[src/hdl/ccw_pkg.sv]
package ccw_pkg;

  // ----------------------------------------------------------------------
  // register map (byte addresses, one 32-bit word each)
  // ----------------------------------------------------------------------
  localparam logic [4:0] CCW_ADDR_CLK_CTRL_A   = 5'h00;
  localparam logic [4:0] CCW_ADDR_CLK_CTRL_B   = 5'h04;
  localparam logic [4:0] CCW_ADDR_CLK_CTRL_C   = 5'h08;
  localparam logic [4:0] CCW_ADDR_WDT_PROTECT  = 5'h0C;
  localparam logic [4:0] CCW_ADDR_PLL_CTRL     = 5'h10;
  localparam logic [4:0] CCW_ADDR_STATUS       = 5'h14;

  // ----------------------------------------------------------------------
  // field positions
  // ----------------------------------------------------------------------
  localparam int CCW_A_SUB_CPU_SEL      = 7;
  localparam int CCW_A_DIV8_SEL         = 6;
  localparam int CCW_A_MAIN_OSC_STOP    = 5;
  localparam int CCW_A_SUB_OSC_ON       = 4;
  localparam int CCW_A_WAIT_PERIPH_GATE = 2;
  localparam int CCW_B_CPU_DIV_HI       = 7;
  localparam int CCW_B_CPU_DIV_LO       = 6;
  localparam int CCW_B_INT_OSC_STOP     = 4;
  localparam int CCW_B_PLL_CPU_SEL      = 1;
  localparam int CCW_C_PERIPH_SRC_SEL   = 1;
  localparam int CCW_W_WDT_SRC_PROTECT  = 7;
  localparam int CCW_P_PLL_RUN          = 7;
  localparam int CCW_S_WAIT             = 3;

  // ----------------------------------------------------------------------
  // timing and divider constants
  // ----------------------------------------------------------------------
  localparam int         CCW_MCLK_HZ     = 20_000_000;
  localparam logic [4:0] CCW_DIV_1       = 5'h01;
  localparam logic [4:0] CCW_DIV_2       = 5'h02;
  localparam logic [4:0] CCW_DIV_4       = 5'h04;
  localparam logic [4:0] CCW_DIV_8       = 5'h08;
  localparam logic [4:0] CCW_DIV_16      = 5'h10;
  localparam logic [3:0] CCW_SUB_DIV_TIMER_CLK_HALF   = 4'hF;

  // ----------------------------------------------------------------------
  // types
  // ----------------------------------------------------------------------
  typedef enum logic [2:0] {
    CCW_MODE_HIGH, CCW_MODE_MEDIUM, CCW_MODE_PLL, CCW_MODE_LOW,
    CCW_MODE_LOWPWR, CCW_MODE_IOSC, CCW_MODE_IOSC_LP
  } ccw_mode_t;

  // index into the synchronised oscillator vector
  typedef enum logic [1:0] {
    CCW_SRC_MAIN, CCW_SRC_SUB, CCW_SRC_IOSC, CCW_SRC_PLL
  } ccw_src_t;

  typedef struct packed {
    logic sub_cpu_sel;
    logic div8_sel;
    logic main_osc_stop;
    logic sub_osc_on;
    logic wait_periph_gate;
    logic cpu_div_hi;
    logic cpu_div_lo;
    logic int_osc_stop;
    logic pll_cpu_sel;
    logic periph_src_sel;
    logic wdt_src_protect;
    logic pll_run;
  } ccw_ctl_t;

  typedef struct packed {
    ccw_src_t   src;
    logic [4:0] div;
  } ccw_cfg_t;

  // reset: internal oscillator, divide by 8
  localparam ccw_ctl_t CCW_CTL_RST = '{
    sub_cpu_sel: 1'b0, div8_sel: 1'b1, main_osc_stop: 1'b0,
    sub_osc_on: 1'b0, wait_periph_gate: 1'b0, cpu_div_hi: 1'b0,
    cpu_div_lo: 1'b0, int_osc_stop: 1'b0, pll_cpu_sel: 1'b0,
    periph_src_sel: 1'b1, wdt_src_protect: 1'b0, pll_run: 1'b0};

  localparam ccw_cfg_t CCW_CFG_RST = '{src: CCW_SRC_IOSC, div: 5'h08};

endpackage : ccw_pkg

[src/hdl/ccw_clock_mode_ctrl.sv]
// Decided for this implementation: the Avalon-MM slave port and the address map.
module ccw_clock_mode_ctrl
  import ccw_pkg::*;
(
  input  wire logic        mclk_in,
  input  wire logic        rstn_in,
  input  wire logic [4:0]  avs_address_in,
  input  wire logic        avs_read_in,
  input  wire logic        avs_write_in,
  input  wire logic [31:0] avs_writedata_in,
  input  wire logic [3:0]  avs_byteenable_in,
  output logic      [31:0] avs_readdata_out,
  output logic             avs_waitrequest_out,
  input  wire logic        main_osc_in,
  input  wire logic        sub_osc_in,
  input  wire logic        int_osc_in,
  input  wire logic        pll_clk_in,
  input  wire logic        wait_instr_in,
  input  wire logic        wake_in,
  output logic             cpu_clk_out,
  output logic             wdt_clk_out,
  output logic             periph_clk_undiv_out,
  output logic             sub_div_timer_clk_out,
  output logic             slow_int_osc_clk_out,
  output logic             main_osc_en_out,
  output logic             sub_osc_en_out,
  output logic             int_osc_en_out,
  output logic             pll_en_out,
  output logic      [2:0]  mode_out,
  output logic             wait_state_out
);

  // ----------------------------------------------------------------------
  // functions
  // ----------------------------------------------------------------------
  function automatic ccw_mode_t mode_of(input ccw_ctl_t c);
    if (c.pll_cpu_sel) begin
      mode_of = CCW_MODE_PLL;
    end else if (c.sub_cpu_sel) begin
      mode_of = c.main_osc_stop ? CCW_MODE_LOWPWR : CCW_MODE_LOW;
    end else if (c.periph_src_sel) begin
      mode_of = c.main_osc_stop ? CCW_MODE_IOSC_LP : CCW_MODE_IOSC;
    end else if (!c.div8_sel && !c.cpu_div_hi && !c.cpu_div_lo) begin
      mode_of = CCW_MODE_HIGH;
    end else begin
      mode_of = CCW_MODE_MEDIUM;
    end
  endfunction : mode_of

  function automatic logic [4:0] div_of(input ccw_ctl_t c);
    if (c.div8_sel) begin
      div_of = CCW_DIV_8;
    end else begin
      case ({c.cpu_div_hi, c.cpu_div_lo})
        2'b00:   div_of = CCW_DIV_1;
        2'b01:   div_of = CCW_DIV_2;
        2'b10:   div_of = CCW_DIV_4;
        default: div_of = CCW_DIV_16;
      endcase
    end
  endfunction : div_of

  function automatic ccw_cfg_t cfg_of(input ccw_ctl_t c);
    cfg_of.div = div_of(c);
    case (mode_of(c))
      CCW_MODE_PLL: begin
        cfg_of.src = CCW_SRC_PLL;
      end
      CCW_MODE_LOW, CCW_MODE_LOWPWR: begin
        cfg_of.src = CCW_SRC_SUB;
        cfg_of.div = CCW_DIV_1;
      end
      CCW_MODE_IOSC, CCW_MODE_IOSC_LP: begin
        cfg_of.src = CCW_SRC_IOSC;
      end
      default: begin
        cfg_of.src = CCW_SRC_MAIN;
      end
    endcase
  endfunction : cfg_of

  // ----------------------------------------------------------------------
  // oscillator pin synchronisers
  // ----------------------------------------------------------------------
  logic [3:0] sync1_r;
  logic [3:0] sync2_r;
  logic [3:0] sync3_r;
  wire  [3:0] osc_pins = {pll_clk_in, int_osc_in, sub_osc_in, main_osc_in};
  wire  [3:0] osc_edge = sync2_r ^ sync3_r;

  always_ff @(posedge mclk_in or negedge rstn_in) begin
    if (!rstn_in) begin
      sync1_r <= 4'h0;
      sync2_r <= 4'h0;
      sync3_r <= 4'h0;
    end else begin
      sync1_r <= osc_pins;
      sync2_r <= sync1_r;
      sync3_r <= sync2_r;
    end
  end

  // ----------------------------------------------------------------------
  // register bus
  // ----------------------------------------------------------------------
  ccw_ctl_t ctl_r;
  ccw_ctl_t ctl_nxt;
  logic     wait_r;
  logic     waitreq_r;
  logic     [31:0] rdata_r;

  wire        bus_req  = avs_read_in | avs_write_in;
  wire        bus_done = bus_req & ~waitreq_r;
  wire        wr_ok    = bus_done & avs_write_in & avs_byteenable_in[0];
  wire  [7:0] wd       = avs_writedata_in[7:0];
  wire        wr_a     = wr_ok && (avs_address_in == CCW_ADDR_CLK_CTRL_A);
  wire        wr_b     = wr_ok && (avs_address_in == CCW_ADDR_CLK_CTRL_B);
  wire        wr_c     = wr_ok && (avs_address_in == CCW_ADDR_CLK_CTRL_C);
  wire        wr_w     = wr_ok && (avs_address_in == CCW_ADDR_WDT_PROTECT);
  wire        wr_p     = wr_ok && (avs_address_in == CCW_ADDR_PLL_CTRL);
  wire ccw_mode_t mode = mode_of(ctl_r);

  // main stop written while in low-speed mode forces divide-by-8
  wire        lp_entry = wr_a && wd[CCW_A_MAIN_OSC_STOP]
                         && (mode == CCW_MODE_LOW);

  always_comb begin
    ctl_nxt = ctl_r;
    if (wr_a) begin
      ctl_nxt.sub_cpu_sel      = wd[CCW_A_SUB_CPU_SEL];
      ctl_nxt.div8_sel         = wd[CCW_A_DIV8_SEL] | lp_entry;
      ctl_nxt.main_osc_stop    = wd[CCW_A_MAIN_OSC_STOP];
      ctl_nxt.sub_osc_on       = wd[CCW_A_SUB_OSC_ON];
      ctl_nxt.wait_periph_gate = wd[CCW_A_WAIT_PERIPH_GATE];
    end
    if (wr_b) begin
      ctl_nxt.cpu_div_hi       = wd[CCW_B_CPU_DIV_HI];
      ctl_nxt.cpu_div_lo       = wd[CCW_B_CPU_DIV_LO];
      ctl_nxt.int_osc_stop     = wd[CCW_B_INT_OSC_STOP];
      ctl_nxt.pll_cpu_sel      = wd[CCW_B_PLL_CPU_SEL];
    end
    if (wr_c) begin
      ctl_nxt.periph_src_sel   = wd[CCW_C_PERIPH_SRC_SEL];
    end
    if (wr_w) begin
      ctl_nxt.wdt_src_protect  = wd[CCW_W_WDT_SRC_PROTECT];
    end
    if (wr_p) begin
      ctl_nxt.pll_run          = wd[CCW_P_PLL_RUN];
    end
  end

  logic [7:0] rd_byte;
  always_comb begin
    rd_byte = 8'h00;
    case (avs_address_in)
      CCW_ADDR_CLK_CTRL_A: begin
        rd_byte[CCW_A_SUB_CPU_SEL]      = ctl_r.sub_cpu_sel;
        rd_byte[CCW_A_DIV8_SEL]         = ctl_r.div8_sel;
        rd_byte[CCW_A_MAIN_OSC_STOP]    = ctl_r.main_osc_stop;
        rd_byte[CCW_A_SUB_OSC_ON]       = ctl_r.sub_osc_on;
        rd_byte[CCW_A_WAIT_PERIPH_GATE] = ctl_r.wait_periph_gate;
      end
      CCW_ADDR_CLK_CTRL_B: begin
        rd_byte[CCW_B_CPU_DIV_HI]       = ctl_r.cpu_div_hi;
        rd_byte[CCW_B_CPU_DIV_LO]       = ctl_r.cpu_div_lo;
        rd_byte[CCW_B_INT_OSC_STOP]     = ctl_r.int_osc_stop;
        rd_byte[CCW_B_PLL_CPU_SEL]      = ctl_r.pll_cpu_sel;
      end
      CCW_ADDR_CLK_CTRL_C: begin
        rd_byte[CCW_C_PERIPH_SRC_SEL]   = ctl_r.periph_src_sel;
      end
      CCW_ADDR_WDT_PROTECT: begin
        rd_byte[CCW_W_WDT_SRC_PROTECT]  = ctl_r.wdt_src_protect;
      end
      CCW_ADDR_PLL_CTRL: begin
        rd_byte[CCW_P_PLL_RUN]          = ctl_r.pll_run;
      end
      CCW_ADDR_STATUS: begin
        rd_byte[2:0]                    = mode;
        rd_byte[CCW_S_WAIT]             = wait_r;
      end
      default: begin
        rd_byte = 8'h00;
      end
    endcase
  end

  // one wait state: request seen, then answered on the next edge
  always_ff @(posedge mclk_in or negedge rstn_in) begin
    if (!rstn_in) begin
      waitreq_r <= 1'b1;
      rdata_r   <= 32'h0000_0000;
      ctl_r     <= CCW_CTL_RST;
    end else begin
      waitreq_r <= ~(bus_req & waitreq_r);
      if (bus_req && waitreq_r) begin
        rdata_r <= {24'h00_0000, rd_byte};
      end
      ctl_r <= ctl_nxt;
    end
  end

  // ----------------------------------------------------------------------
  // wait state
  // ----------------------------------------------------------------------
  always_ff @(posedge mclk_in or negedge rstn_in) begin
    if (!rstn_in) begin
      wait_r <= 1'b0;
    end else if (wait_instr_in) begin
      wait_r <= 1'b1;
    end else if (wake_in) begin
      wait_r <= 1'b0;
    end
  end

  // ----------------------------------------------------------------------
  // CPU clock divider with glitch-free switching
  // ----------------------------------------------------------------------
  ccw_cfg_t   cfg_act_r;
  logic [4:0] cnt_r;
  logic       cpu_clk_r;
  wire ccw_cfg_t cfg_req = cfg_of(ctl_r);
  wire        src_edge = osc_edge[cfg_act_r.src];
  wire        hit      = src_edge && (cnt_r == cfg_act_r.div - 5'h01);
  // new setting is taken only while the output is low
  wire        reload   = ~cpu_clk_r && (cfg_act_r != cfg_req);

  always_ff @(posedge mclk_in or negedge rstn_in) begin
    if (!rstn_in) begin
      cfg_act_r <= CCW_CFG_RST;
      cnt_r     <= 5'h00;
      cpu_clk_r <= 1'b0;
    end else if (reload) begin
      cfg_act_r <= cfg_req;
      cnt_r     <= 5'h00;
    end else if (src_edge) begin
      cnt_r <= hit ? 5'h00 : cnt_r + 5'h01;
      if (hit) begin
        // rising edge withheld in wait, so the gate never cuts a pulse
        cpu_clk_r <= cpu_clk_r ? 1'b0 : ~wait_r;
      end
    end
  end

  // ----------------------------------------------------------------------
  // peripheral, timer and watchdog clocks
  // ----------------------------------------------------------------------
  logic       periph_r;
  logic       f1_en_r;
  logic       sub_div_timer_clk_r;
  logic [3:0] sub_div_timer_clk_cnt_r;
  logic       slow_r;
  logic       wdt_r;
  wire ccw_src_t psrc = ctl_r.periph_src_sel ? CCW_SRC_IOSC :
                        (ctl_r.pll_cpu_sel ? CCW_SRC_PLL : CCW_SRC_MAIN);
  wire        f1_en = ~(wait_r & ctl_r.wait_periph_gate)
                      & (mode != CCW_MODE_LOWPWR);
  wire        sub_edge = osc_edge[CCW_SRC_SUB];

  always_ff @(posedge mclk_in or negedge rstn_in) begin
    if (!rstn_in) begin
      periph_r   <= 1'b0;
      f1_en_r    <= 1'b1;
      sub_div_timer_clk_r     <= 1'b0;
      sub_div_timer_clk_cnt_r <= 4'h0;
      slow_r     <= 1'b0;
      wdt_r      <= 1'b0;
    end else begin
      if (!sync3_r[psrc]) begin
        f1_en_r <= f1_en;
      end
      periph_r <= f1_en_r & sync3_r[psrc];
      if (!ctl_r.sub_osc_on) begin
        sub_div_timer_clk_r     <= 1'b0;
        sub_div_timer_clk_cnt_r <= 4'h0;
      end else if (sub_edge) begin
        sub_div_timer_clk_cnt_r <= sub_div_timer_clk_cnt_r + 4'h1;
        if (sub_div_timer_clk_cnt_r == CCW_SUB_DIV_TIMER_CLK_HALF) begin
          sub_div_timer_clk_r <= ~sub_div_timer_clk_r;
        end
      end
      slow_r <= ~ctl_r.int_osc_stop & sync3_r[CCW_SRC_IOSC];
      wdt_r  <= ctl_r.wdt_src_protect ? sync3_r[CCW_SRC_IOSC]
                                      : cpu_clk_r;
    end
  end

  // ----------------------------------------------------------------------
  // oscillator enables and status
  // ----------------------------------------------------------------------
  logic       main_en_r;
  logic       sub_en_r;
  logic       iosc_en_r;
  logic       pll_en_r;
  logic [2:0] mode_r;

  // enables follow only the control bits, never wait
  always_ff @(posedge mclk_in or negedge rstn_in) begin
    if (!rstn_in) begin
      main_en_r <= 1'b1;
      sub_en_r  <= 1'b0;
      iosc_en_r <= 1'b1;
      pll_en_r  <= 1'b0;
      mode_r    <= 3'h0;
    end else begin
      main_en_r <= ~ctl_r.main_osc_stop;
      sub_en_r  <= ctl_r.sub_osc_on;
      iosc_en_r <= ~ctl_r.int_osc_stop;
      pll_en_r  <= ctl_r.pll_run;
      mode_r    <= mode;
    end
  end

  assign avs_readdata_out      = rdata_r;
  assign avs_waitrequest_out   = waitreq_r;
  assign cpu_clk_out           = cpu_clk_r;
  assign wdt_clk_out           = wdt_r;
  assign periph_clk_undiv_out  = periph_r;
  assign sub_div_timer_clk_out = sub_div_timer_clk_r;
  assign slow_int_osc_clk_out  = slow_r;
  assign main_osc_en_out       = main_en_r;
  assign sub_osc_en_out        = sub_en_r;
  assign int_osc_en_out        = iosc_en_r;
  assign pll_en_out            = pll_en_r;
  assign mode_out              = mode_r;
  assign wait_state_out        = wait_r;

endmodule : ccw_clock_mode_ctrl

[config.mk]
export PLATFORM = sky130hd
export DESIGN_NAME = ccw_clock_mode_ctrl
export DESIGN_NICKNAME = d
export VERILOG_FILES = /design/src/hdl/ccw_pkg.sv /design/src/hdl/ccw_clock_mode_ctrl.sv
export SDC_FILE = /design/constraint.sdc
export NUM_CORES = 1
export LEC_CHECK = 0
export BUFFER_PORTS_ARGS = -buffer_cell sky130_fd_sc_hd__clkbuf_2
export CAP_MARGIN = 20
export CORE_MARGIN = 10
export CORE_UTILIZATION = 25
export DETAILED_ROUTE_END_ITERATION = 6
export PLACE_DENSITY = 0.49
export REMOVE_ABC_BUFFERS = 1
export SYNTH_ARGS = -nofsm -noshare
export SYNTH_HDL_FRONTEND = slang
export SYNTH_SLANG_ARGS = --single-unit
[constraint.sdc]
create_clock -name mclk_in -period 2.16 [get_ports mclk_in]
set_clock_uncertainty 0.2 [all_clocks]
set_input_delay 0.108 -clock mclk_in [delete_from_list [all_inputs] [get_ports mclk_in]]
set_output_delay 0.108 -clock mclk_in [all_outputs]
set_load 0.03 [all_outputs]
==> impl_results.md, run 1 <==
- Clock Latency Late Sink: 0.33 ns
- Leakage power: roughly 1.8 nW
- Die Ht: 131 um
- Worst path slowest cell: dfrtp_1
- Mapped Cells: 289
- Mapped Avg Cell Area: 10.7 um^2
- Post-synth EDFFs: 0
- Total global-route track usage: 0.0844
- FMAX: 0.488 GHz
- WP data required: 2.19 ns
- Area leader, netlist: dfrtp_1
- Status: complete, no violations
- Fin area: 4000 um^2
- Placed Area: 3480 um^2
- Number of synthesized register bits: 63
- Worst Path Arrival: 2.08 ns
- Max incr delay on CP: 0.41 ns
- Port bufs: 43
- Initial antenna violation count: 0
- Post-synth top flop: dfrtp_1
- Syn. warnings: 0
- Synth top area cells: dfrtp_1 (45%), dfstp_2 (6.8%), buf_4 (6.3%)
- Startpoint types: flip-flop
- Commonest cells after routing, fill and taps aside: dfrtp_1 (55), clkbuf_2 (43), nand2_1 (34)
- CTS tree: built
- Initial Util: 0.256
- NumNets Final: 417
- Post-route minimum period: ~2.0 ns
- Cell area power density: between 1000 and 1500 nW/um^2
- Synth top area share: 0.446
- Netlist cell types: 48
- Clock sinks: 63
- Total Routed Length: between 7 and 8 mm
- Vias: 2263
- Worst Max-Slew Pin Slew: 0.615 ns
- Remaining Overflow, GRT: 0
- Total CTS buffers: 9
- Post-route insts no fill: 536
- Width of the die: between 100 and 150 um
- Post-synthesis sequential area ratio: 0.514
- Drt drc: 0
- Setup CP Type: reg -> reg
- Vias per cell: 4.22
- Commonest non-fill, non-tap cell in the layout: dfrtp_1
- MaxCap Viol Count: 0
- Worst-path clk slew: 0.06 ns
- CTS root buf: clkbuf_16
- Synth Cell Area: slightly above 3000 um^2
- Maximum clock insertion buffer count: 2
- Largest net degree at the start of global routing: 42
- Vias in the first global route: 2251
- Hpwl dp: slightly above 5 mm
- Die area: 17200 um^2
- Final Setup Violations: 0
- Slew headroom: 0.590
- Max Transition Viols Final: 0
- Diode count: 0
- Hold crit path type: in -> reg
- Synthesis-to-finish area growth: 29.7%
- Layout cells sized above 1: 0.288
- DR WL/cell: around 13 um
- Number of iterations in the first detailed-routing pass: 4
- Maximum VDD drop: 567 uV
- Ys async rst share: 1.00
- Postcts setup bufs: 0
- Core ar.: 12100 um^2
- RePlAce Congestion: 0.759
- Worst-path cell chain: inv_1 -> ha_1 -> nor3b_2 -> xnor2_1 -> nand4_4 -> or3_1 -> o31ai_1
- Final hold viol count: 0
- Pwr Total: 4.09 mW
- First-pass GRT wire length: roughly 11 mm
- Initial DRC count: roughly 130
- # IOs: 97
- Worst setup EP type: flip-flop
- Final ANT Viol Nets: 0
- Final period util: 0.948
- Htree depth: 3
- Peak fanout along the critical path: 4
- Placed cell count: just over 500
- Rows: 40
sequential cells by signal, summed over array words and instances (netlist names), 3 cells and up:
name / flops
sub_div_timer_clk_cnt_r: 4
sync2_r: 4
cnt_r: 5
ctl_r: 12
cfg_act_r: 7
sync1_r: 4
avs_readdata_out: 8
mode_out: 3
sync3_r: 4
area by class of cell:
type                            count  area (um^2)
Clock inverter                      7          103
Sequential cell                    63         1590
Multi-Input combinational cell    205         1340
Clock buffer                        9          225
Inverter                           11         41.3
Tap cell                          168          210
Timing Repair Buffer               73          495
Fill cell                        1248         8060
cells in the mapped netlist (2+ instances only):
master and n:
xnor2_1 14, inv_1 11, nand3b_1 4, nand3_1 9
a31oi_1 3, dfrtp_1 55, nand2b_1 3, or3_1 2
o31ai_1 4, buf_4 26, buf_2 2, nor3_1 8
clkbuf_1 5, a22o_1 2, a21boi_0 2, nor4b_1 2
ha_1 3, nor3_2 2, a21oi_1 9, and2_1 4
a21o_1 2, nor3b_1 2, dfstp_2 8, o21ai_0 15
nor2_1 15, o211ai_1 2, a22oi_1 4, mux2_2 9
nor2b_1 3, or2_2 2, xor2_1 3, nand4_1 2
nand2_1 34, mux2i_1 4
metrics by stage:
step	util	hold WS (ns)	TNS, ns	setup WS, ns
detailed placement	0.289	-0.0470	0	0.106
global placement	0.289	-0.0634	0	0.102
CTS	0.330	0.0602	0	0.0815
finish	0.332	0.0654	0	0.112
global route	0.332	0.113	-0.00494	-0.00494
floorplan	-	-0.388	0	0.0473
layer usage:
layer / global-route usage / vias to the layer above / part of all wire
met2: 0.128 / 65 / 0.46
met5: 0 / - / 0
met1: 0.110 / 1092 / 0.46
met4: 0.0275 / 0 / 0.010
met3: 0.0290 / 7 / 0.070
li1: - / 1099 / -
path summary, 6_finish.rpt:
check	slack (ns)	startpoint	depth (start not counted)	end
worst max-delay path	0.11	cfg_act_r[0]$_DFFE_PN0N_	7	cpu_clk_out$_DFFE_PN0P_
worst min-delay path	0.07	avs_address_in[4]	4	avs_readdata_out[5]$_DFFE_PN0P_
worst max register to register	0.11	cfg_act_r[0]$_DFFE_PN0N_	7	cpu_clk_out$_DFFE_PN0P_
worst min register to register	0.15	sync1_r[2]$_DFF_PN0_	0	sync2_r[2]$_DFF_PN0_
max in group asynchronous	0.93	rstn_in	3	f1_en_r$_DFFE_PN1N_
min in group asynchronous	0.12	rstn_in	2	pll_en_out$_DFF_PN0_
power breakdown:
part           switching (mW)  internal (mW)
Sequential              0.115           1.31
Clock                   0.564           1.02
Combinational           0.611          0.464
Total                    1.29           2.80
critical path: cells and delay by family, from the launching register on:
family	cells	cell delay, ns
simple gates	3	0.68
flops	1	0.41
fa+ha+maj	1	0.21
compound gates	1	0.19
xor+xnor	1	0.18
buf+inv	1	0.07
what timing repair did:
item,in CTS,in global routing
resized for setup,0,4
endpoints found under the hold margin,40,0
setup endpoints to repair,0,2
hold buffers,17,0
logic make-up (layout without fill, tap and decap cells):
logic type | after synthesis | in the layout | synth area share
simple gates | 96 | 96 | 0.163
flops | 63 | 63 | 0.514
compound gates | 49 | 49 | 0.112
buf+inv | 44 | 100 | 0.0860
xor+xnor | 18 | 18 | 0.0535
mux | 15 | 15 | 0.0580
fa+ha+maj | 3 | 3 | 0.0122
other cells | 1 | 24 | 0.00122
Power figures use the tool's default switching activity.
==> run 2, diff against run 1 <==
==> constraint.sdc (replaced) <==
create_clock -name mclk_in -period 2.16 [get_ports mclk_in]
set_clock_uncertainty 0.2 [all_clocks]
set_input_delay 0.216 -clock mclk_in [delete_from_list [all_inputs] [get_ports mclk_in]]
set_output_delay 0.216 -clock mclk_in [all_outputs]
set_load 0.03 [all_outputs]
==> run 2 against run 1 <==
Combinational power hardly changed; routed wire length is 0.17% higher; critical path depth stayed put; sequential share of layout area is 0.62 points higher; hold slack worse by 0.036 ns; cell count is 0.75% lower; setup slack worse by 0.0066 ns; final area is 1.5% lower; maximum frequency is 0.32% lower; global-route usage hardly changed; first-iteration DRC count is 41% lower; largest cell class unchanged; largest power group unchanged; highest routed layer unchanged.
==> impl_results.md, run 2 (synthesis results as in run 1) <==
- Width of the die: 131 um (unchanged)
- FF+latch area: 1590 um^2 (unchanged)
- Initial Util: 0.256 (unchanged)
- Biggest register: ctl_r
- Max reg flops: 12 (unchanged)
- Area occupied by multi-input gates: 1330 um^2 (-0.93%)
- Leakage power: 1.78 nW (-1.2%)
- Layout cells sized above 1: 0.283 (-0.00508)
- Max Transition Viols Final: 0 (unchanged)
- Htree depth: 3 (unchanged)
- Postcts setup bufs: 0 (unchanged)
- First-pass GRT wire length: 11.4 mm (-0.24%)
- Total Routed Length: 7.05 mm (+0.17%)
- Final period util: 0.951 (+0.00306)
- Post-route minimum period: 2.05 ns (+0.00660 ns)
- Commonest cells after routing, fill and taps aside: dfrtp_1 (55), clkbuf_2 (43), nand2_1 (34)
- Diode count: 0 (unchanged)
- Vias in the first global route: 2263 (+0.53%)
- Final setup TNS: 0 ns (unchanged)
- NumNets Final: 414 (-0.72%)
- Vias per cell: 4.15 (-1.8%)
- Cell area power density: 1000 nW/um^2 (-2.2%)
- FMAX: 0.487 GHz (-0.32%)
- Final hold viol count: 0 (unchanged)
- Largest net degree at the start of global routing: 24 (-43%)
- # IOs: 97 (unchanged)
- Reg2Reg Setup Slack: 0.11 ns (about the same)
- Setup CP Type: reg -> reg
- WP data required: 2.19 ns (about the same)
- Peak fanout along the critical path: 4 (unchanged)
- Final Setup Violations: 0 (unchanged)
- Initial antenna violation count: 0 (unchanged)
- Remaining Overflow, GRT: 0 (unchanged)
- Total CTS buffers: 9 (unchanged)
- Rows: 40 (unchanged)
- RePlAce Congestion: 0.773 (+1.8%)
- Hold crit path type: in -> reg
- Commonest non-fill, non-tap cell in the layout: dfrtp_1
- CTS tree: built
- Final Util: 0.327 (-0.00508)
- Synthesis-to-finish area growth: 27.7%
- Port bufs: 43 (unchanged)
- Slew headroom: 0.556 (-0.0338)
- Core ar.: 12100 um^2 (unchanged)
- Worst setup EP type: flip-flop
- CTS root buf: clkbuf_16
- Drt drc: 0 (unchanged)
- Number of iterations in the first detailed-routing pass: 5 (+1)
- Total global-route track usage: 0.0846 (+0.000232)
- RSZ-0062 raised after global routing: no
- Worst-path clk slew: 0.06 ns (about the same)
- Hpwl dp: 5.33 mm (+2.8%)
- Worst Path Arrival: 2.09 ns (about the same)
- Startpoint types: flip-flop
- Maximum VDD drop: 391 uV (-31%)
- Initial DRC count: 79 (-41%)
- Status: complete, no violations
- Worst Max-Slew Pin Slew: 0.666 ns (+0.0507 ns)
- Clock sinks: 63 (unchanged)
- Final ANT Viol Nets: 0 (unchanged)
- Vias: 2206 (-2.5%)
- Maximum clock insertion buffer count: 2 (unchanged)
- Die area: 17200 um^2 (unchanged)
- Die Ht: 131 um (unchanged)
- DR WL/cell: 13.2 um (+0.92%)
- MaxCap Viol Count: 0 (unchanged)
- Fillers: 1241 (-0.56%)
- Clock Latency Late Sink: 0.32 ns (about the same)
-- run 2: cell type report --
type,count,area share
clock buffer,12,0.0651
clock inverter,3,0.0108
inverter,11,0.0105
multi-input combinational,205,0.337
sequential,63,0.403
tap,168,0.0534
timing repair buffer,70,0.121
-- run 2: what timing repair did --
| item | in CTS | in global routing |
|---|---|---|
| setup endpoints to repair | 0 | 2 |
| hold endpoints to repair | 33 | 0 |
| resized for setup | 0 | 2 |
| hold buffers | 13 | 0 |
-- run 2: critical path, stage by stage, from the launching register on --
cell and delay [ns]:
dfrtp_1 0.42, inv_1 0.07, ha_1 0.17, nor3b_1 0.26, xnor2_1 0.20, nand4_4 0.10, or3_1 0.35, o31ai_1 0.19
-- run 2: through the flow --
stage | cell area [um^2] | worst slack [ns] | total power [mW] | hold WS, ns | instances
finish | 3940 | 0.106 | 3.94 | 0.0291 | 532
global route | 3940 | 0.00849 | 4.16 | 0.0320 | 532
CTS | 3930 | 0.0752 | 3.98 | 0.0227 | 532
detailed placement | 3500 | 0.0914 | 2.49 | 0.0957 | 504
global placement | 3500 | 0.105 | 2.47 | 0.0733 | 504
floorplan | 2950 | 0.0473 | 2.14 | -0.280 | 279
-- run 2: final timing paths --
check                      depth (start not counted)                      from                       endpoint
max in group asynchronous                          3                   rstn_in       cfg_act_r[3]$_DFFE_PN1N_
setup / recovery                                   7  cfg_act_r[0]$_DFFE_PN0N_        cpu_clk_out$_DFFE_PN0P_
setup reg to reg                                   7  cfg_act_r[0]$_DFFE_PN0N_        cpu_clk_out$_DFFE_PN0P_
hold reg to reg                                    0      sync1_r[3]$_DFF_PN0_           sync2_r[3]$_DFF_PN0_
hold / removal                                     3               avs_read_in  avs_waitrequest_out$_DFF_PN1_
min in group asynchronous                          2                   rstn_in           ctl_r[0]$_DFFE_PN0P_
-- run 2: power breakdown --
part           switching [mW]  leakage [nW]  internal (mW)
Sequential              0.115         0.787           1.31
Combinational           0.600         0.853          0.457
Clock                   0.508         0.145          0.947
-- run 2: routing by layer --
layer / up-vias / global-route usage / part of all wire
met5: - / 0 / 0
met4: 0 / 0.0314 / 0.0071
met3: 5 / 0.0270 / 0.054
met2: 49 / 0.129 / 0.46
met1: 1064 / 0.109 / 0.48
li1: 1088 / - / -
